===== config.mk =====
export PLATFORM = sky130hd
export DESIGN_NAME = fepdc_regs
export DESIGN_NICKNAME = d
export VERILOG_FILES = /design/src/inc/fepdc_pkg.sv /design/src/design/fepdc_regs.sv
export SDC_FILE = /design/constraint.sdc
export NUM_CORES = 1
export LEC_CHECK = 0
export ABC_AREA = 0
export BUFFER_PORTS_ARGS = -buffer_cell sky130_fd_sc_hd__buf_2
export CAP_MARGIN = 20
export CORE_UTILIZATION = 25
export CTS_CLUSTER_DIAMETER = 60
export DETAILED_ROUTE_END_ITERATION = 10
export PLACE_DENSITY = 0.48
export SYNTH_ARGS = -nofsm -noshare
export SYNTH_HDL_FRONTEND = slang
export SYNTH_SLANG_ARGS = --single-unit

===== constraint.sdc =====
create_clock -name clk_i -period 7.21 [get_ports clk_i]
set_input_delay 1.8025 -clock clk_i [delete_from_list [all_inputs] [get_ports clk_i]]
set_output_delay 1.8025 -clock clk_i [all_outputs]
set_load 0.05 [all_outputs]

===== src/inc/fepdc_pkg.sv =====
// Package: map, field positions and carrier types of the front-end config bank
package fepdc_pkg;

	// ----------------------------------------
	// Register indexes (byte address is four times the index)
	// ----------------------------------------
	localparam logic [7:0] IDX_TERM = 8'h34;
	localparam logic [7:0] IDX_PWR = 8'h35;
	localparam logic [7:0] IDX_DOP = 8'h36;
	localparam logic [7:0] IDX_PHL = 8'h37;
	localparam logic [7:0] IDX_PHH = 8'h38;
	localparam logic [7:0] IDX_GAIN = 8'h39;
	localparam logic [7:0] IDX_HPF = 8'h3B;
	localparam logic [7:0] IDX_STAT = 8'h3C;
	localparam int NREG = 7;
	localparam logic [2:0] SL_TERM = 3'h0;
	localparam logic [2:0] SL_PWR = 3'h1;
	localparam logic [2:0] SL_DOP = 3'h2;
	localparam logic [2:0] SL_PHL = 3'h3;
	localparam logic [2:0] SL_PHH = 3'h4;
	localparam logic [2:0] SL_GAIN = 3'h5;
	localparam logic [2:0] SL_HPF = 3'h6;
	localparam logic [15:0] REG_RST = 16'h0000;
	// Writable bits per slot; reserved bits hold zero
	localparam logic [NREG-1:0][15:0] WR_MASK = {16'h03FC, 16'hFFFF, 16'hFFFF,
		16'hFFFF, 16'h0F7F, 16'hFCFF, 16'hF7FF};

	// ----------------------------------------
	// Field positions
	// ----------------------------------------
	localparam int P_IMP = 0;
	localparam int P_INDIV = 5;
	localparam int P_PRESET = 6;
	localparam int P_TERM_ON = 8;
	localparam int P_GGAIN = 13;
	localparam int P_OVR = 15;
	localparam int P_RED = 10;
	localparam int P_MED = 11;
	localparam int P_AGS_PD = 12;
	localparam int P_LNA_PD = 13;
	localparam int P_QSLP = 14;
	localparam int P_DSLP = 15;
	localparam int P_FB = 0;
	localparam int P_FAST = 5;
	localparam int P_BASE = 6;
	localparam int P_PATH = 8;
	localparam int P_SUM_OFF = 9;
	localparam int P_RATIO = 10;
	localparam int P_HPF = 2;
	localparam int P_ATT = 4;
	localparam int P_ATT_ON = 7;
	localparam int P_SUM_PWR = 8;
	localparam int P_OBS = 9;

	// ----------------------------------------
	// Codes
	// ----------------------------------------
	localparam logic [1:0] GAIN_18 = 2'h0;
	localparam logic [1:0] GAIN_24 = 2'h1;
	localparam logic [1:0] GAIN_12 = 2'h2;
	// Resistor sets for presets 11,10,01,00 at each preamp gain
	localparam logic [19:0] PRE_24 = {5'h08, 5'h04, 5'h02, 5'h01};
	localparam logic [19:0] PRE_18 = {5'h18, 5'h1C, 5'h0E, 5'h07};
	localparam logic [19:0] PRE_12 = {5'h0C, 5'h06, 5'h03, 5'h00};

	typedef enum logic [1:0] {
		PM_LOW_NOISE = 2'b00,
		PM_LOW_POWER = 2'b01,
		PM_MEDIUM = 2'b10
	} fepdc_pm_t;

	// ----------------------------------------
	// Carriers
	// ----------------------------------------
	typedef struct packed {
		fepdc_pm_t mode;
		logic mode_conflict;
		logic lna_pd;
		logic vcat_pga_pd;
		logic quick_sleep;
		logic deep_sleep;
	} fepdc_pwr_t;

	typedef struct packed {
		logic doppler_mode;
		logic summer_en;
		logic [4:0] summer_fb;
		logic fast_clk_cmos;
		logic base_clk_cmos;
		logic [1:0] clk_ratio;
		logic observe;
		logic [31:0] mixer_phase;
	} fepdc_dop_t;

	typedef struct packed {
		logic [15:0] preamp_gain;
		logic [4:0] fb_res_en;
		logic [1:0] hpf_corner;
		logic [2:0] dig_att;
	} fepdc_fe_t;

	typedef struct packed {
		logic [NREG-1:0][15:0] regs;
		logic wr_pend;
		logic [2:0] wr_slot;
		logic [31:0] hrdata;
		fepdc_pwr_t pwr;
		fepdc_dop_t dop;
		fepdc_fe_t fe;
	} fepdc_state_t;

endpackage


===== src/design/fepdc_regs.sv =====
// Module: AHB-Lite configuration bank and decode for the front-end power and Doppler setup
//
// Chosen here: the AHB-Lite register port.

module fepdc_regs (
	// Clock and reset
	input wire logic clk_i,
	input wire logic sys_rst_i,
	// AHB-Lite slave
	input wire logic hsel_i,
	input wire logic [31:0] haddr_i,
	input wire logic [1:0] htrans_i,
	input wire logic hwrite_i,
	input wire logic [2:0] hsize_i,
	input wire logic [31:0] hwdata_i,
	input wire logic hready_i,
	output logic [31:0] hrdata_o,
	output logic hreadyout_o,
	output logic hresp_o,
	// Decoded controls to the analog front end
	output fepdc_pkg::fepdc_pwr_t pwr_o,
	output fepdc_pkg::fepdc_dop_t dop_o,
	output fepdc_pkg::fepdc_fe_t fe_o
);
	import fepdc_pkg::*;

	// ----------------------------------------
	// Helpers
	// ----------------------------------------
	// Word index to slot; bit 3 marks a hit
	function automatic logic [3:0] idx_slot(input logic [7:0] idx);
		logic [3:0] r;
		r = 4'h0;
		case (idx)
			IDX_TERM: r = {1'b1, SL_TERM};
			IDX_PWR: r = {1'b1, SL_PWR};
			IDX_DOP: r = {1'b1, SL_DOP};
			IDX_PHL: r = {1'b1, SL_PHL};
			IDX_PHH: r = {1'b1, SL_PHH};
			IDX_GAIN: r = {1'b1, SL_GAIN};
			IDX_HPF: r = {1'b1, SL_HPF};
			default: r = 4'h0;
		endcase
		return r;
	endfunction

	// Preset termination and preamp gain to resistor set
	function automatic logic [4:0] preset_res(input logic [1:0] pre, input logic [1:0] g);
		logic [4:0] r;
		r = 5'h00;
		case (g)
			GAIN_24: r = PRE_24[5*pre +: 5];
			GAIN_18: r = PRE_18[5*pre +: 5];
			GAIN_12: r = PRE_12[5*pre +: 5];
			default: r = 5'h00;
		endcase
		return r;
	endfunction

	fepdc_state_t s_ff;
	fepdc_state_t nxt_s;
	logic [3:0] hit_slot;
	logic addr_ok;
	logic [15:0] t, p, d, h;
	logic [15:0] stat;

	assign addr_ok = hsel_i && hready_i && htrans_i[1];
	assign hit_slot = idx_slot(haddr_i[9:2]);

	// Status word reflects decoded state currently driven
	always_comb begin
		stat = 16'h0000;
		stat[1:0] = s_ff.pwr.mode;
		stat[2] = s_ff.pwr.mode_conflict;
		stat[3] = s_ff.dop.summer_en;
		stat[4] = s_ff.dop.doppler_mode;
		stat[9:5] = s_ff.fe.fb_res_en;
	end

	// ----------------------------------------
	// Next state
	// ----------------------------------------
	always_comb begin
		nxt_s = s_ff;
		nxt_s.wr_pend = 1'b0;
		// Data-phase write commits; value held until rewritten
		if (s_ff.wr_pend) begin
			nxt_s.regs[s_ff.wr_slot] = hwdata_i[15:0] & WR_MASK[s_ff.wr_slot];
		end
		if (addr_ok) begin
			if (hwrite_i) begin
				nxt_s.wr_pend = hit_slot[3];
				nxt_s.wr_slot = hit_slot[2:0];
			end else if (hit_slot[3]) begin
				nxt_s.hrdata = {16'h0000, nxt_s.regs[hit_slot[2:0]]};
			end else if (haddr_i[9:2] == IDX_STAT) begin
				nxt_s.hrdata = {16'h0000, stat};
			end else begin
				nxt_s.hrdata = 32'h0000_0000;
			end
		end
		t = nxt_s.regs[SL_TERM];
		p = nxt_s.regs[SL_PWR];
		d = nxt_s.regs[SL_DOP];
		h = nxt_s.regs[SL_HPF];
		// Power mode; both selects set is invalid and falls back to low noise
		nxt_s.pwr.mode_conflict = p[P_RED] & p[P_MED];
		if (p[P_MED] && !p[P_RED]) begin
			nxt_s.pwr.mode = PM_MEDIUM;
		end else if (p[P_RED] && !p[P_MED]) begin
			nxt_s.pwr.mode = PM_LOW_POWER;
		end else begin
			nxt_s.pwr.mode = PM_LOW_NOISE;
		end
		// Path select never powers the attenuator down by itself
		nxt_s.pwr.vcat_pga_pd = p[P_AGS_PD];
		nxt_s.pwr.lna_pd = p[P_LNA_PD];
		nxt_s.pwr.quick_sleep = p[P_QSLP] & ~p[P_DSLP];
		nxt_s.pwr.deep_sleep = p[P_DSLP];
		nxt_s.dop.summer_fb = d[P_FB +: 5];
		nxt_s.dop.fast_clk_cmos = d[P_FAST];
		nxt_s.dop.base_clk_cmos = ~d[P_BASE];
		nxt_s.dop.doppler_mode = d[P_PATH];
		nxt_s.dop.clk_ratio = d[P_RATIO +: 2];
		nxt_s.dop.observe = h[P_OBS];
		// Summer: low-active enable in Doppler, power bit in imaging test
		if (d[P_PATH]) begin
			nxt_s.dop.summer_en = ~d[P_SUM_OFF];
		end else begin
			nxt_s.dop.summer_en = h[P_OBS] & h[P_SUM_PWR];
		end
		nxt_s.dop.mixer_phase = {nxt_s.regs[SL_PHH], nxt_s.regs[SL_PHL]};
		for (int c = 0; c < 8; c++) begin
			if (t[P_OVR]) begin
				nxt_s.fe.preamp_gain[2*c +: 2] = nxt_s.regs[SL_GAIN][2*c +: 2];
			end else begin
				nxt_s.fe.preamp_gain[2*c +: 2] = t[P_GGAIN +: 2];
			end
		end
		// Termination resistors: individual one-hot or preset decode
		if (!t[P_TERM_ON]) begin
			nxt_s.fe.fb_res_en = 5'h00;
		end else if (t[P_INDIV]) begin
			nxt_s.fe.fb_res_en = t[P_IMP +: 5];
		end else begin
			nxt_s.fe.fb_res_en = preset_res(t[P_PRESET +: 2], t[P_GGAIN +: 2]);
		end
		nxt_s.fe.hpf_corner = h[P_HPF +: 2];
		nxt_s.fe.dig_att = h[P_ATT_ON] ? h[P_ATT +: 3] : 3'h0;
	end

	// ----------------------------------------
	// State register
	// ----------------------------------------
	always_ff @(posedge clk_i or posedge sys_rst_i) begin
		if (sys_rst_i) begin
			s_ff <= '0;
		end else begin
			s_ff <= nxt_s;
		end
	end

	assign hrdata_o = s_ff.hrdata;
	assign hreadyout_o = 1'b1;
	assign hresp_o = 1'b0;
	assign pwr_o = s_ff.pwr;
	assign dop_o = s_ff.dop;
	assign fe_o = s_ff.fe;

	// ----------------------------------------
	// Assertions
	// ----------------------------------------
	logic wr_pwr, wr_dop;
	assign wr_pwr = addr_ok && hwrite_i && haddr_i[9:2] == IDX_PWR;
	assign wr_dop = addr_ok && hwrite_i && haddr_i[9:2] == IDX_DOP;

	property p_medium;
		@(posedge clk_i) disable iff (sys_rst_i)
		(s_ff.regs[SL_PWR][P_MED] && !s_ff.regs[SL_PWR][P_RED]) |-> pwr_o.mode == PM_MEDIUM;
	endproperty
	a_medium: assert property (p_medium) else $error("medium power not selected");

	property p_ags_pd;
		@(posedge clk_i) disable iff (sys_rst_i)
		wr_pwr ##1 1'b1 |=> pwr_o.vcat_pga_pd == $past(hwdata_i[P_AGS_PD], 1);
	endproperty
	a_ags_pd: assert property (p_ags_pd) else $error("stage shutdown not applied");

	property p_lna_pd;
		@(posedge clk_i) disable iff (sys_rst_i)
		wr_pwr ##1 hwdata_i[P_LNA_PD] |=> pwr_o.lna_pd && pwr_o.vcat_pga_pd == $past(hwdata_i[P_AGS_PD], 1);
	endproperty
	a_lna_pd: assert property (p_lna_pd) else $error("preamp shutdown wrong");

	property p_deep;
		@(posedge clk_i) disable iff (sys_rst_i)
		s_ff.regs[SL_PWR][P_DSLP] |-> pwr_o.deep_sleep && !pwr_o.quick_sleep;
	endproperty
	a_deep: assert property (p_deep) else $error("deep sleep does not win");

	property p_summer;
		@(posedge clk_i) disable iff (sys_rst_i)
		dop_o.doppler_mode |-> dop_o.summer_en == !s_ff.regs[SL_DOP][P_SUM_OFF];
	endproperty
	a_summer: assert property (p_summer) else $error("summer enable wrong");

	property p_ratio;
		@(posedge clk_i) disable iff (sys_rst_i)
		wr_dop ##1 1'b1 |=> dop_o.clk_ratio == $past(hwdata_i[P_RATIO +: 2], 1);
	endproperty
	a_ratio: assert property (p_ratio) else $error("clock ratio not applied");

	property p_gain;
		@(posedge clk_i) disable iff (sys_rst_i)
		!s_ff.regs[SL_TERM][P_OVR] |-> fe_o.preamp_gain == {8{s_ff.regs[SL_TERM][P_GGAIN +: 2]}};
	endproperty
	a_gain: assert property (p_gain) else $error("global gain not used");

	property p_att;
		@(posedge clk_i) disable iff (sys_rst_i)
		!s_ff.regs[SL_HPF][P_ATT_ON] |-> fe_o.dig_att == 3'h0;
	endproperty
	a_att: assert property (p_att) else $error("attenuation while off");

	property p_lowpwr;
		@(posedge clk_i) disable iff (sys_rst_i)
		(p[P_RED] && !p[P_MED]) |=> pwr_o.mode == PM_LOW_POWER;
	endproperty
	a_lowpwr: assert property (p_lowpwr) else $error("low power not selected");

	property p_hold;
		@(posedge clk_i) disable iff (sys_rst_i)
		!s_ff.wr_pend |=> $stable(s_ff.regs);
	endproperty
	a_hold: assert property (p_hold) else $error("register changed without write");

	property p_unmapped;
		@(posedge clk_i) disable iff (sys_rst_i)
		(addr_ok && !hwrite_i && !hit_slot[3] && haddr_i[9:2] != IDX_STAT) |=> hrdata_o == 0;
	endproperty
	a_unmapped: assert property (p_unmapped) else $error("unmapped read not zero");

	property p_quick;
		@(posedge clk_i) disable iff (sys_rst_i)
		(s_ff.regs[SL_PWR][P_QSLP] && !s_ff.regs[SL_PWR][P_DSLP]) |-> pwr_o.quick_sleep;
	endproperty
	a_quick: assert property (p_quick) else $error("quick sleep not applied");

	property p_fb;
		@(posedge clk_i) disable iff (sys_rst_i)
		wr_dop ##1 1'b1 |=> dop_o.summer_fb == $past(hwdata_i[P_FB +: 5], 1);
	endproperty
	a_fb: assert property (p_fb) else $error("summer feedback not applied");

	property p_fast;
		@(posedge clk_i) disable iff (sys_rst_i)
		wr_dop ##1 1'b1 |=> dop_o.fast_clk_cmos == $past(hwdata_i[P_FAST], 1);
	endproperty
	a_fast: assert property (p_fast) else $error("fast clock input type wrong");

	property p_base;
		@(posedge clk_i) disable iff (sys_rst_i)
		wr_dop ##1 1'b1 |=> dop_o.base_clk_cmos == !$past(hwdata_i[P_BASE], 1);
	endproperty
	a_base: assert property (p_base) else $error("base clock input type wrong");

	property p_path;
		@(posedge clk_i) disable iff (sys_rst_i)
		wr_dop ##1 1'b1 |=> dop_o.doppler_mode == $past(hwdata_i[P_PATH], 1);
	endproperty
	a_path: assert property (p_path) else $error("path select not applied");

	property p_path_ags;
		@(posedge clk_i) disable iff (sys_rst_i)
		(dop_o.doppler_mode && !s_ff.regs[SL_PWR][P_AGS_PD]) |-> !pwr_o.vcat_pga_pd;
	endproperty
	a_path_ags: assert property (p_path_ags) else $error("stages shut by path");

	property p_phase_lo;
		@(posedge clk_i) disable iff (sys_rst_i)
		(s_ff.wr_pend && s_ff.wr_slot == SL_PHL) |=>
			dop_o.mixer_phase[15:0] == $past(hwdata_i[15:0], 1);
	endproperty
	a_phase_lo: assert property (p_phase_lo) else $error("low phase not applied");

	property p_phase_hi;
		@(posedge clk_i) disable iff (sys_rst_i)
		(s_ff.wr_pend && s_ff.wr_slot == SL_PHH) |=>
			dop_o.mixer_phase[31:16] == $past(hwdata_i[15:0], 1);
	endproperty
	a_phase_hi: assert property (p_phase_hi) else $error("high phase not applied");

	property p_override;
		@(posedge clk_i) disable iff (sys_rst_i)
		s_ff.regs[SL_TERM][P_OVR] |-> fe_o.preamp_gain == s_ff.regs[SL_GAIN];
	endproperty
	a_override: assert property (p_override) else $error("channel gain not used");

	property p_hpf;
		@(posedge clk_i) disable iff (sys_rst_i)
		(s_ff.wr_pend && s_ff.wr_slot == SL_HPF) |=>
			fe_o.hpf_corner == $past(hwdata_i[P_HPF +: 2], 1);
	endproperty
	a_hpf: assert property (p_hpf) else $error("corner not applied");

	property p_att_on;
		@(posedge clk_i) disable iff (sys_rst_i)
		s_ff.regs[SL_HPF][P_ATT_ON] |-> fe_o.dig_att == s_ff.regs[SL_HPF][P_ATT +: 3];
	endproperty
	a_att_on: assert property (p_att_on) else $error("attenuation step wrong");

	property p_sum_img;
		@(posedge clk_i) disable iff (sys_rst_i)
		(!dop_o.doppler_mode && !dop_o.observe) |-> !dop_o.summer_en;
	endproperty
	a_sum_img: assert property (p_sum_img) else $error("summer on in imaging");

	property p_observe;
		@(posedge clk_i) disable iff (sys_rst_i)
		(s_ff.wr_pend && s_ff.wr_slot == SL_HPF) |=>
			dop_o.observe == $past(hwdata_i[P_OBS], 1);
	endproperty
	a_observe: assert property (p_observe) else $error("observe not applied");

	property p_onehot;
		@(posedge clk_i) disable iff (sys_rst_i)
		(s_ff.regs[SL_TERM][P_TERM_ON] && s_ff.regs[SL_TERM][P_INDIV]) |->
			fe_o.fb_res_en == s_ff.regs[SL_TERM][P_IMP +: 5];
	endproperty
	a_onehot: assert property (p_onehot) else $error("resistor field not used");

	property p_term_off;
		@(posedge clk_i) disable iff (sys_rst_i)
		!s_ff.regs[SL_TERM][P_TERM_ON] |-> fe_o.fb_res_en == 5'h00;
	endproperty
	a_term_off: assert property (p_term_off) else $error("resistor on while off");

	property p_preset;
		@(posedge clk_i) disable iff (sys_rst_i)
		(s_ff.regs[SL_TERM][P_TERM_ON] && !s_ff.regs[SL_TERM][P_INDIV]
			&& s_ff.regs[SL_TERM][P_GGAIN +: 2] == GAIN_24) |-> $onehot(fe_o.fb_res_en);
	endproperty
	a_preset: assert property (p_preset) else $error("preset decode wrong");

	property p_rd_mask;
		@(posedge clk_i) disable iff (sys_rst_i)
		(addr_ok && !hwrite_i && hit_slot[3]) |=> hrdata_o[31:16] == 16'h0000
			&& (hrdata_o[15:0] & ~WR_MASK[$past(hit_slot[2:0], 1)]) == 16'h0000;
	endproperty
	a_rd_mask: assert property (p_rd_mask) else $error("reserved bits read set");

	c_doppler: cover property (@(posedge clk_i) disable iff (sys_rst_i)
		dop_o.doppler_mode && dop_o.summer_en);
	c_override: cover property (@(posedge clk_i) disable iff (sys_rst_i)
		s_ff.regs[SL_TERM][P_OVR] && fe_o.preamp_gain != 16'h0000);
	c_sleep: cover property (@(posedge clk_i) disable iff (sys_rst_i)
		pwr_o.quick_sleep ##1 pwr_o.deep_sleep);
	c_preset: cover property (@(posedge clk_i) disable iff (sys_rst_i)
		s_ff.regs[SL_TERM][P_TERM_ON] && !s_ff.regs[SL_TERM][P_INDIV] && fe_o.fb_res_en != 5'h00);
	c_observe: cover property (@(posedge clk_i) disable iff (sys_rst_i)
		!dop_o.doppler_mode && dop_o.observe && dop_o.summer_en);

endmodule


Word-level counts from Yosys, hierarchy flattened --
Memories as Yosys holds them, arrays and structs flattened. Cells that the tools add are included.
Word-level totals: flip-flop bits (word level) 225, bits in read-only memories 128, memories kept 1
Cells by class: $mul 1, $lt $le $gt $ge 3, eq/ne operators 10, shifts and indexed selects 3, multiplexer cells 28, bitwise logic cells 8, reductions and logical operators 10
Memories:
- (name not given) | words 8, bits a word 16, read ports 1, clocked after memory_dff 0, write ports 0, RTL line fepdc_regs.sv:88 | nxt_s.regs[s_ff.wr_slot] = hwdata_i[15:0] & WR_MASK[s_ff.wr_slot];
Operator list (number):
- $bwmux 112 | 1
- $mux 112 | 1
- $eq 8x6->1 const B | 8
- $mux 16 | 4
- $shiftx 20x6->5 const A | 3
- $bmux 16 s3 | 1
- $demux 16 s3 | 1
- $mux 36 | 1
- $mux 32 | 1
- $pmux 4 s7 | 1
- $mux 2 | 9
- $and 16x16->16 | 1
- $pmux 5 s3 | 1
- $mux 10 | 1
- $mux 5 | 2
- $lt 3x4->1 const B | 2
- $logic_and 1x1->1 | 5
- $mul 3x2->5 const A | 1
- $mux 4 | 1
- $not 1->1 | 4
- $reduce_and 2->1 | 2
- $and 1x1->1 | 3
- $ge 3x1->1 const B | 1
- $mux 3 | 1
- 5 further kinds | 7

Longest topological paths before layout --
Gate-level depths: netlist of run 1.
depth after elaboration 11, gate-level depth with buffers 9

Least setup slack after synthesis of run 1 --
OpenSTA, ideal clock, no wires.
path kind input to register, start point in haddr_i[9], end point reg s_ff, in the netlist hrdata_o[0], library setup time 0.125 ns, arrival 3.326 ns, path slack 3.759 ns, stages on the path 8, buffers on the path 3, cell sequence nor4bb_1 buf_2 o21ai_0 buf_4 clkbuf_1 nor3_1 o211ai_1 mux2_2
Between the ends: longest elaborated chain between the ends 5
RTL lines:
- start: declaration | RTL line fepdc_regs.sv:11 | input wire logic [31:0] haddr_i,
- $eq 8x6->1 | RTL line fepdc_regs.sv:34 | case (idx)
- $pmux 4 s7 | RTL line fepdc_regs.sv:34
- $bmux 16 s3 | RTL line fepdc_regs.sv:95 | nxt_s.hrdata = {16'h0000, nxt_s.regs[hit_slot[2:0]]};
- $mux 16 (implied by the code) | RTL line fepdc_regs.sv:95
- $mux 16 * | RTL line fepdc_regs.sv:94 | end else if (hit_slot[3]) begin
- end signal: assignment | RTL line fepdc_regs.sv:159 | s_ff <= nxt_s;
- end: declaration | RTL line fepdc_regs.sv:60 | fepdc_state_t s_ff;
Mark *: on every way between the ends. The rest lies on a longest branch, timed or not. The select of a mux whose other input is x is not followed. A chain may end at the register's enable or synchronous reset.

Worst setup path after layout of run 1 --
start point in haddr_i[2], end point reg s_ff, in the netlist hrdata_o[3]
The elaborated chain is that of the path after synthesis.

==> metrics.txt, run 1 <==
result of the run completed; Iter 0 DRT Violations 349; Placement Rows 65; Async SR Flop Fraction 1.00; synth top area cells sky130_fd_sc_hd__dfrtp_1 50%, sky130_fd_sc_hd__buf_4 11%, sky130_fd_sc_hd__mux2_2 8.5%, sky130_fd_sc_hd__mux2i_1 4.8%, sky130_fd_sc_hd__a21oi_1 2.6%; TritonCTS Buffers 17; CTS hold repair buffers 0; Routed WL per cell 20.2 um; height of the die 182 um; share of the core filled with cells 0.285; number of optimization iterations in the first detailed-route pass 5; cell at the root of the clock tree sky130_fd_sc_hd__clkbuf_16; Bufs and invs on worst path 2; placed wire-length estimate after detailed placement 17.6 mm; power density over the cells 246 nW/um2; total setup violations reported at the end of the flow 0; post-synthesis instance total 756; static leakage power 4.56 nW; cell seen most often among critical-path stages sky130_fd_sc_hd__nor2_1; global-route wire length before repair 37.0 mm; number of global-route vias before repair 5,666; post-CTS resize count 0; register clock-pin slew on the reported worst setup and hold paths 60 ps; Max Freq 0.257 GHz; maximum count of clock buffers along a single path 2; Final ANT Viol Nets 0; die span in x 182 um; Skew-Pair Late Insertion Delay 430 ps; final hold vios 0; unrepaired setup endpoints after global routing no; number of nets in the layout 853; Crit Path Class in -> reg; Final GP Congestion 0.846; sort of element at the start of the critical path primary input; Unique masters post-synth 66; Setup TNS Final 0 ps; hold crit path type reg -> reg; top library cells by usage in the layout, fill and taps aside 162 x sky130_fd_sc_hd__dfrtp_1, 122 x sky130_fd_sc_hd__buf_2, 61 x sky130_fd_sc_hd__mux2_2, 50 x sky130_fd_sc_hd__nand2_1, 43 x sky130_fd_sc_hd__a21oi_1; number of vias per cell 4.50; ant diodes 0; number of post-CTS setup repair buffers 0; worst slew margin relative to its limit 0.274; total routing resource utilization after global routing 0.154; area inside the core boundary 31,800 um2; EDFF count, synth 0; highest cell delay on the worst timing path 600 ps; endpoint kind of the worst setup timing path flip-flop; warnings from Yosys 0; largest net degree at the start of global routing 89; worst-case clock skew 8.12 ps; post-synthesis sequential element count 162; Yosys top cell area share 0.499; Area Overhead vs Synth 11.5%; number of antenna violations at the first check in global routing 0; GRT Residual Overflow 0; number of violations of the max-capacitance limit 0; mapped cell area 8130 um2; minimum clock period 3890 ps; highest-delay cell along the critical path sky130_fd_sc_hd__nor2_1; filler instances 3,376; I/O pins 185; maximum VDD drop 0.169 mV; vias post-DR 5,521; DRC Markers 0; arrival time worst endpoint 4240 ps; H-tree depth 4; clock sinks 162; cell type group with the largest total delay on the critical path simple AND/OR/NAND/NOR gates; die footprint 33,200 um2; Post-Route WL 24.8 mm; transition time of the tightest slew-check pin 1080 ps; proportion of layout cells with a drive suffix above 1 0.305; Worst Path Required 7570 ps; Pins Over Slew Limit 0; average size of a mapped cell 10.7 um2; CTS tree built; effective utilization at floorplan 0.256; number of port buffers 122; biggest area consumer among synthesized cells sky130_fd_sc_hd__dfrtp_1; fraction of the yosys area taken by sequential cells 0.499; Main synth FF type sky130_fd_sc_hd__dfrtp_1; ordered cell list for the critical path buf_2, nor4bb_1, nor2_2, buf_4, nor2_1, nor2_1, o32a_1, a21oi_1; period utilization 0.539; most common cell after layout, fill and taps aside sky130_fd_sc_hd__dfrtp_1; worst-path fanout max 21
==> tightest hold or removal path: stages (launching register included) <==
cell and delay, ps:
sky130_fd_sc_hd__dfrtp_1 320, sky130_fd_sc_hd__mux2i_1 70, sky130_fd_sc_hd__inv_1 50
==> report_power, final <==
group	total (mW)	leakage [nW]	switching [mW]	internal [mW]
logic	0.267	2.12	0.212	0.0553
registers	0.958	2.13	0.0150	0.943
clock network	1.00	0.313	0.371	0.630
total	2.23	4.56	0.597	1.63
==> sequential cells by signal, indices dropped and copies added (netlist names) <==
| signal | flops |
|---|---|
| fe_o | 25 |
| s_ff | 77 |
| pwr_o | 5 |
| dop_o | 39 |
| hrdata_o | 16 |
==> final timing paths <==
kind,slack (ps),start,to,cells past startpoint
hold reg to reg,470,s_ff[123],s_ff[123],2
setup / recovery,3320,haddr_i[2],hrdata_o[3],8
hold / removal,470,s_ff[123],s_ff[123],2
max in group asynchronous,4150,sys_rst_i,hrdata_o[13],3
setup reg to reg,4310,s_ff[111],hrdata_o[14],6
min in group asynchronous,1540,sys_rst_i,dop_o[21],2
==> Yosys cell counts (all sizes together), types with 2 or more instances <==
master and number:
a211o 2, mux2i 39, nor2b 11, a31oi 3, conb 2, a211oi 8
o22ai 3, nand2b 9, nor2 43, clkbuf 12, and3b 2, and2 10
clkinv 2, nor4bb 2, o221ai 2, nor3 9, dfrtp 162, nand3 12
mux2 62, a221oi 4, o21ai 28, o221a 3, a22oi 4, a32o 2
and3 5, nand2 50, and4bb 3, o31ai 4, a21oi 43, o32a 3
nand4b 3, nor3b 2, o211ai 14, buf 131, inv 39, and4 2
nand4 2
==> kinds of logic (layout without fill, tap and decap cells) <==
group | count (synthesis) | in the layout | share of synthesized area
AOI/OAI and AO/OA | 134 | 134 | 0.107
muxes | 102 | 102 | 0.137
buffers and inverters | 184 | 203 | 0.144
and+or+nand+nor | 170 | 170 | 0.109
DFF | 162 | 162 | 0.499
other | 2 | 18 | 0.000924
xor gates and xnor gates | 2 | 2 | 0.00216
==> per-layer routing <==
metal	vias to the layer above	share of wire	GRT usage
met5	-	0	0
met4	0	0.014	0.0461
met3	20	0.042	0.0309
met2	152	0.48	0.246
met1	2815	0.47	0.209
li1	2534	-	-
==> metrics by stage <==
stage	area [um2]	setup slack (ps)	total power [mW]	instances	hold slack, ps
2_1_floorplan	8190	1030	1.20	772	442
3_5_place_dp	8410	2880	1.24	1195	465
6_report	9060	3320	2.23	1226	474
4_1_cts	9060	3330	2.25	1226	479
3_3_place_gp	8410	2900	1.24	1195	460
5_1_grt	9060	3190	2.30	1226	492
==> area by class of cell <==
type                       instances  area (um2)  area share
clock buffer                      21         460      0.0508
clock inverter                    10         181      0.0200
inverter                          41         159      0.0175
multi-input combinational        426        2980       0.329
sequential                       162        4050       0.448
tap                              435         544      0.0601
timing repair buffer             131         678      0.0749
No activity file was read; power rests on OpenSTA's default activity.
==> run 2: changes to the inputs <==
ABC_AREA = 1   (was 0)
clock period = 4 ns   (was 7.21 ns; I/O delays follow)
==> run 2 against run 1 <==
  * Die area up 5.9%
  * Largest power group is now sequential cells
  * Sequential cell count is the same
  * Utilization decreased by 0.080 points
  * Total power grew 72%
  * Hold slack got worse by 19 ps
  * Combinational power rose by 79%
  * Clock power rose by 64%
  * First-iteration DRC count up 16%
  * Global-route usage is 0.23 points higher
  * Count of clock-buffer cells in the layout is 1 higher
  * Via count rose by 25%
  * Area after synthesis increased by 6.0%
  * Largest cell class unchanged
==> metrics.txt, run 2 <==
Async SR Flop Fraction 1.00 (unchanged); total setup violations reported at the end of the flow 0 (unchanged); number of violations of the max-capacitance limit 0 (unchanged); multiplexer share of the synthesized area 0 (was 0.137); number of antenna violations at the first check in global routing 0 (unchanged); unrepaired setup endpoints after global routing no (unchanged); share of the core filled with cells 0.284 (was 0.285); DRC Markers 0 (unchanged); final hold vios 0 (unchanged); Final ANT Viol Nets 0 (unchanged); average size of a mapped cell 7.42 um2 (was 10.7 um2); static leakage power 5.74 nW (was 4.56 nW); largest reg by FF count s_ff (unchanged); arrival time worst endpoint 3240 ps (was 4240 ps); clock sinks 162 (unchanged); vias post-DR 6,928 (was 5,521); CTS hold repair buffers 0 (unchanged); endpoint kind of the worst setup timing path flip-flop (unchanged); power density over the cells 400 nW/um2 (was 246 nW/um2); fraction of the yosys area taken by sequential cells 0.471 (was 0.499); height of the die 188 um (was 182 um); die footprint 35,200 um2 (was 33,200 um2); number of port buffers 122 (unchanged); Worst Path Required 4320 ps (was 7570 ps); global-route wire length before repair 41.0 mm (was 37.0 mm); Routed WL per cell 16.3 um (was 20.2 um); Final GP Congestion 0.863 (was 0.846); minimum clock period 2920 ps; flip-flop count of the largest register, all copies and words added 77 (unchanged); most frequent cells after synthesis 366 x sky130_fd_sc_hd__nand2_1, 187 x sky130_fd_sc_hd__inv_1, 162 x sky130_fd_sc_hd__dfrtp_1, 112 x sky130_fd_sc_hd__buf_4, 90 x sky130_fd_sc_hd__nand3_1 (was 162 x sky130_fd_sc_hd__dfrtp_1, 114 x sky130_fd_sc_hd__buf_4, 61 x sky130_fd_sc_hd__mux2_2, 50 x sky130_fd_sc_hd__nand2_1); biggest area consumer among synthesized cells sky130_fd_sc_hd__dfrtp_1 (unchanged); Placement Rows 67 (was 65); Pins Over Slew Limit 0 (unchanged); warnings from Yosys 0 (unchanged); most common cell after layout, fill and taps aside sky130_fd_sc_hd__nand2_1 (was sky130_fd_sc_hd__dfrtp_1); top library cells by usage in the layout, fill and taps aside 366 x sky130_fd_sc_hd__nand2_1, 186 x sky130_fd_sc_hd__inv_1, 162 x sky130_fd_sc_hd__dfrtp_1, 122 x sky130_fd_sc_hd__buf_2, 90 x sky130_fd_sc_hd__nand3_1 (was 162 x sky130_fd_sc_hd__dfrtp_1, 122 x sky130_fd_sc_hd__buf_2, 61 x sky130_fd_sc_hd__mux2_2, 50 x sky130_fd_sc_hd__nand2_1, 43 x sky130_fd_sc_hd__a21oi_1); summed area of non-filler cells in the final layout 9570 um2 (was 9060 um2); TritonCTS Buffers 17 (unchanged); worst-case clock skew 15.5 ps (was 8.12 ps); sort of element at the start of the critical path primary input (unchanged); Unique masters post-synth 28 (was 66); transition time of the tightest slew-check pin 1040 ps (was 1080 ps); basic-gate share of the synthesized area counting and, or, nand and nor cells 0.253 (was 0.109); Area Overhead vs Synth 11.1% (was 11.5%); post-detailed-placement cell area 8980 um2 (was 8410 um2); die span in x 188 um (was 182 um); number of vias per cell 4.21 (was 4.50); result of the run completed (unchanged); ant diodes 0 (unchanged); synth top area cells sky130_fd_sc_hd__dfrtp_1 47%, sky130_fd_sc_hd__nand2_1 16%, sky130_fd_sc_hd__buf_4 9.8%, sky130_fd_sc_hd__inv_1 8.1%, sky130_fd_sc_hd__nand3_1 5.2% (was sky130_fd_sc_hd__dfrtp_1 50%, sky130_fd_sc_hd__buf_4 11%, sky130_fd_sc_hd__mux2_2 8.5%, sky130_fd_sc_hd__mux2i_1 4.8%, sky130_fd_sc_hd__a21oi_1 2.6%); Power Total 3.83 mW (was 2.23 mW); Iter 0 DRT Violations 405 (was 349); Post-Route WL 26.9 mm (was 24.8 mm); number of post-CTS setup repair buffers 0 (unchanged); maximum VDD drop 0.297 mV (was 0.169 mV); I/O pins 185 (unchanged); most used standard cell by instance count after synthesis sky130_fd_sc_hd__nand2_1 (was sky130_fd_sc_hd__dfrtp_1); EDFF count, synth 0 (unchanged); Synth Area in Adders 0 (unchanged); effective utilization at floorplan 0.256 (about the same); area inside the core boundary 33,700 um2 (was 31,800 um2); cell at the root of the clock tree sky130_fd_sc_hd__clkbuf_16 (unchanged); main combinational cell family by area after synthesis simple AND/OR/NAND/NOR gates (was buffers and inverters); Skew-Pair Late Insertion Delay 430 ps (about the same); H-tree depth 4 (unchanged); GRT Residual Overflow 0 (unchanged); number of global-route vias before repair 6,714 (was 5,666); compound-gate portion of the synthesized area 0.0719 (was 0.107); post-CTS resize count 0 (unchanged); proportion of layout cells with a drive suffix above 1 0.174 (was 0.305); period utilization 0.729; Post-Synth XOR/XNOR Area 0 (was 0.00216); mapped cell area 8610 um2 (was 8130 um2); number of optimization iterations in the first detailed-route pass 5 (unchanged); Crit Path Class in -> reg (unchanged); worst slew margin relative to its limit 0.305 (was 0.274); post-synthesis instance total 1,161 (was 756); maximum count of clock buffers along a single path 2 (unchanged); Max Freq 0.343 GHz; post-synthesis sequential element count 162 (unchanged); largest net degree at the start of global routing 163 (was 89); filler instances 3,798 (was 3,376); register clock-pin slew on the reported worst setup and hold paths 70 ps (was 60 ps); Main synth FF type sky130_fd_sc_hd__dfrtp_1 (unchanged); placed wire-length estimate after detailed placement 19.7 mm (was 17.6 mm); Setup TNS Final 0 ps (unchanged); number of nets in the layout 1,260 (was 853); Yosys top cell area share 0.471 (was 0.499); CTS tree built (unchanged); worst-path fanout max 32 (was 21); total routing resource utilization after global routing 0.156 (was 0.154); hold crit path type reg -> reg (unchanged)
run 2: cell count changes after synthesis, sizes merged, moves of 25 or more:
cell	before	now
a21oi	43	18
nand2	50	369
inv	39	200
nand3	12	91
o21ai	28	96
mux2i	39	0
mux2	62	0
run 2: report_power, final:
group          internal (mW)  switching (mW)  total, mW
clock network          0.929           0.707       1.64
logic                 0.0978           0.381      0.479
registers               1.69          0.0192       1.71
run 2: final timing paths:
check                      startpoint     endpoint  cells after the start  slack [ps]
setup / recovery           haddr_i[8]  hrdata_o[7]                     13        1080
setup reg to reg            s_ff[111]  hrdata_o[8]                     13        1390
hold reg to reg             s_ff[219]    s_ff[219]                      2         450
hold / removal              s_ff[219]    s_ff[219]                      2         450
min in group asynchronous   sys_rst_i     fe_o[10]                      3         720
max in group asynchronous   sys_rst_i     dop_o[9]                      3        2420
run 2: stage by stage:
step	instances	setup WS [ps]	hold WS (ps)
after floorplan	1177	943	426
after global placement	1615	698	442
after detailed placement	1615	693	443
after CTS	1647	1140	459
after global routing	1647	925	476
final	1647	1080	455
run 2: cell families after synthesis:
group / count (synthesis)
flops: 162
other cells: 2
buf+inv: 349
compound gates: 119
simple gates: 529
run 2: per-layer routing:
| layer | wire length, um | vias to the layer above | track usage |
|---|---|---|---|
| met2 | 11400 | 256 | 0.228 |
| met3 | 1770 | 24 | 0.0384 |
| met1 | 13300 | 3208 | 0.226 |
| li1 | - | 3440 | - |
| met4 | 448 | 0 | 0.0428 |
| met5 | 0 | - | 0 |
run 2: worst max-delay path, cell delays in order:
cell	delay, ps
sky130_fd_sc_hd__buf_2	100
sky130_fd_sc_hd__inv_1	40
sky130_fd_sc_hd__nand2_1	40
sky130_fd_sc_hd__nor2_1	260
sky130_fd_sc_hd__nand2_2	300
sky130_fd_sc_hd__nand3_2	190
sky130_fd_sc_hd__buf_4	290
sky130_fd_sc_hd__buf_4	400
sky130_fd_sc_hd__nand2_1	100
sky130_fd_sc_hd__nand3_1	140
sky130_fd_sc_hd__a21oi_1	110
sky130_fd_sc_hd__nor2_1	180
sky130_fd_sc_hd__nor2_1	60
run 2: cell type report:
type	count	area [um2]	share of cell area
Clock inverter	10	103	0.0107
Multi-Input combinational cell	666	2860	0.299
Clock buffer	22	484	0.0506
Tap cell	448	561	0.0586
Sequential cell	162	4050	0.424
Inverter	200	754	0.0788
Timing Repair Buffer	139	751	0.0784
==> run 3: changes to the inputs <==
clock period = 3 ns   (was 4 ns; I/O delays follow)
==> run 3 against run 2 <==
  * Hold slack lost 14 ps
  * Worst setup slack lost 470 ps
  * Final cell count grew 0.85%
  * Total power grew 31%
  * Die area is the same
  * Non-clock buffer count grew 14
  * Critical path depth shrank 5
  * Sequential share of layout area shrank 0.40 points
  * Global-route usage grew 0.20 points
  * Register-to-register slack lost 780 ps
  * Routed wire length grew 0.17%
  * Count of clock-buffer cells in the layout shrank 3
  * Largest cell class unchanged
==> metrics.txt, run 3 (synthesized netlist as in run 2, its figures left out) <==
result of the run completed (unchanged); DRC Markers 0 (unchanged); number of violations of the max-capacitance limit 0 (unchanged); minimum clock period 2390 ps; top routing layer in use met4 (unchanged); final hold vios 0 (unchanged); unrepaired setup endpoints after global routing no (unchanged); largest net degree at the start of global routing 93 (was 163); Worst Path Required 3340 ps (was 4320 ps); height of the die 188 um (unchanged); Crit Path Class reg -> reg (was in -> reg); period utilization 0.796; hold crit path type in -> async (was reg -> reg); Setup TNS Final 0 ps (unchanged); TritonCTS Buffers 17 (unchanged); endpoint kind of the worst setup timing path flip-flop (unchanged); number of global-route vias before repair 6,799 (was 6,714); total met3 wirelength after detailed routing 1.71 mm (was 1.77 mm); flip-flop count of the largest register, all copies and words added 77 (unchanged); hold slack 441 ps (was 455 ps); power density over the cells 518 nW/um2 (was 400 nW/um2); number of vias per cell 4.25 (was 4.21); sort of element at the start of the critical path flip-flop (was primary input); proportion of layout cells with a drive suffix above 1 0.183 (was 0.174); worst-case clock skew 13.5 ps (was 15.5 ps); area inside the core boundary 33,700 um2 (unchanged); worst-path fanout max 7 (was 32); number of post-CTS setup repair buffers 0 (unchanged); met2 wire len 11.6 mm (was 11.4 mm); GRT Residual Overflow 0 (unchanged); register clock-pin slew on the reported worst setup and hold paths 70 ps (about the same); ant diodes 0 (unchanged); effective utilization at floorplan 0.256 (unchanged); CTS tree built (unchanged); Iter 0 DRT Violations 483 (was 405); Post-Route WL 26.9 mm (about the same); Area Overhead vs Synth 12.2% (was 11.1%); Skew-Pair Late Insertion Delay 440 ps (was 430 ps); Final ANT Viol Nets 0 (unchanged); total setup violations reported at the end of the flow 0 (unchanged); I/O pins 185 (unchanged); transition time of the tightest slew-check pin 691 ps (was 1040 ps); Final GP Congestion 0.834 (was 0.863); Routed WL per cell 16.2 um (was 16.3 um); cell at the root of the clock tree sky130_fd_sc_hd__clkbuf_16 (unchanged); area taken by multi-input logic gates 2860 um2 (unchanged); die span in x 188 um (unchanged); number of antenna violations at the first check in global routing 0 (unchanged); top library cells by usage in the layout, fill and taps aside 366 x sky130_fd_sc_hd__nand2_1, 186 x sky130_fd_sc_hd__inv_1, 162 x sky130_fd_sc_hd__dfrtp_1, 122 x sky130_fd_sc_hd__buf_2, 90 x sky130_fd_sc_hd__nand3_1 (unchanged); static leakage power 5.79 nW (was 5.74 nW); arrival time worst endpoint 2730 ps (was 3240 ps); placed wire-length estimate after detailed placement 20.5 mm (was 19.7 mm); die footprint 35,200 um2 (unchanged); total routing resource utilization after global routing 0.158 (was 0.156); largest reg by FF count s_ff (unchanged); CTS hold repair buffers 0 (unchanged); vias post-DR 7,066 (was 6,928); most common cell after layout, fill and taps aside sky130_fd_sc_hd__nand2_1 (unchanged); Max Freq 0.419 GHz; maximum count of clock buffers along a single path 2 (unchanged); register-to-register path setup slack 610 ps (was 1390 ps); Pins Over Slew Limit 0 (unchanged); number of optimization iterations in the first detailed-route pass 7 (was 5); filler instances 3,793 (was 3,798); global-route wire length before repair 41.7 mm (was 41.0 mm); H-tree depth 4 (unchanged); clock sinks 162 (unchanged); combined flip-flop and latch cell area 4050 um2 (unchanged); Placement Rows 67 (unchanged); wl on met1 13.0 mm (was 13.3 mm); number of port buffers 122 (unchanged); worst slew margin relative to its limit 0.537 (was 0.305); number of nets in the layout 1,274 (was 1,260); maximum VDD drop 0.282 mV (was 0.297 mV); post-CTS resize count 0 (unchanged)
[run 3: cell count changes in the layout (fill, tap and decap cells not counted), sizes merged]
cell and change:
clkbuf -3, clkinv -1, buf +14, clkinvlp +3
inv +1
[run 3: through the flow]
stage / power, mW / util / instance area (um2) / setup WS, ps / cells
floorplan: 2.89 / - / 8680 / 193 / 1177
global placement: 2.98 / 0.270 / 9110 / 300 / 1629
detailed placement: 2.98 / 0.270 / 9110 / 313 / 1629
CTS: 5.06 / 0.287 / 9660 / 623 / 1661
global route: 5.20 / 0.287 / 9660 / 428 / 1661
finish: 5.00 / 0.287 / 9660 / 611 / 1661
[run 3: where the power goes]
group | leakage, nW | internal [mW] | switching [mW]
registers | 2.01 | 2.26 | 0.0267
clock network | 0.255 | 1.14 | 0.935
logic | 3.53 | 0.135 | 0.509
total | 5.79 | 3.53 | 1.47
[run 3: final timing paths]
check,from,to,cells past startpoint
hold / removal,sys_rst_i,fe_o[19],3
hold reg to reg,s_ff[219],s_ff[219],2
setup reg to reg,s_ff[109],fe_o[6],8
min in group clk_i,s_ff[219],s_ff[219],2
setup / recovery,s_ff[109],fe_o[6],8
max in group asynchronous,sys_rst_i,s_ff[158],3
[run 3: cell type report]
type / count / area share
multi-input combinational: 666 / 0.296
clock buffer: 19 / 0.0448
tap: 448 / 0.0580
timing repair buffer: 153 / 0.0912
clock inverter: 13 / 0.0118
inverter: 200 / 0.0781
sequential: 162 / 0.420
[run 3: routing by layer]
| metal | GRT usage | vias to the layer above |
|---|---|---|
| li1 | - | 3459 |
| met1 | 0.226 | 3369 |
| met2 | 0.230 | 214 |
| met3 | 0.0410 | 24 |
| met4 | 0.0503 | 0 |
| met5 | 0 | - |
[run 3: worst max-delay path, stage by stage, from the launching register on]
cell	delay, ps
sky130_fd_sc_hd__dfrtp_1	470
sky130_fd_sc_hd__inv_2	80
sky130_fd_sc_hd__o21ai_1	420
sky130_fd_sc_hd__nand2_1	310
sky130_fd_sc_hd__o21ai_2	450
sky130_fd_sc_hd__nand3_1	160
sky130_fd_sc_hd__nand2_1	90
sky130_fd_sc_hd__nand3b_1	90
sky130_fd_sc_hd__a21oi_1	220
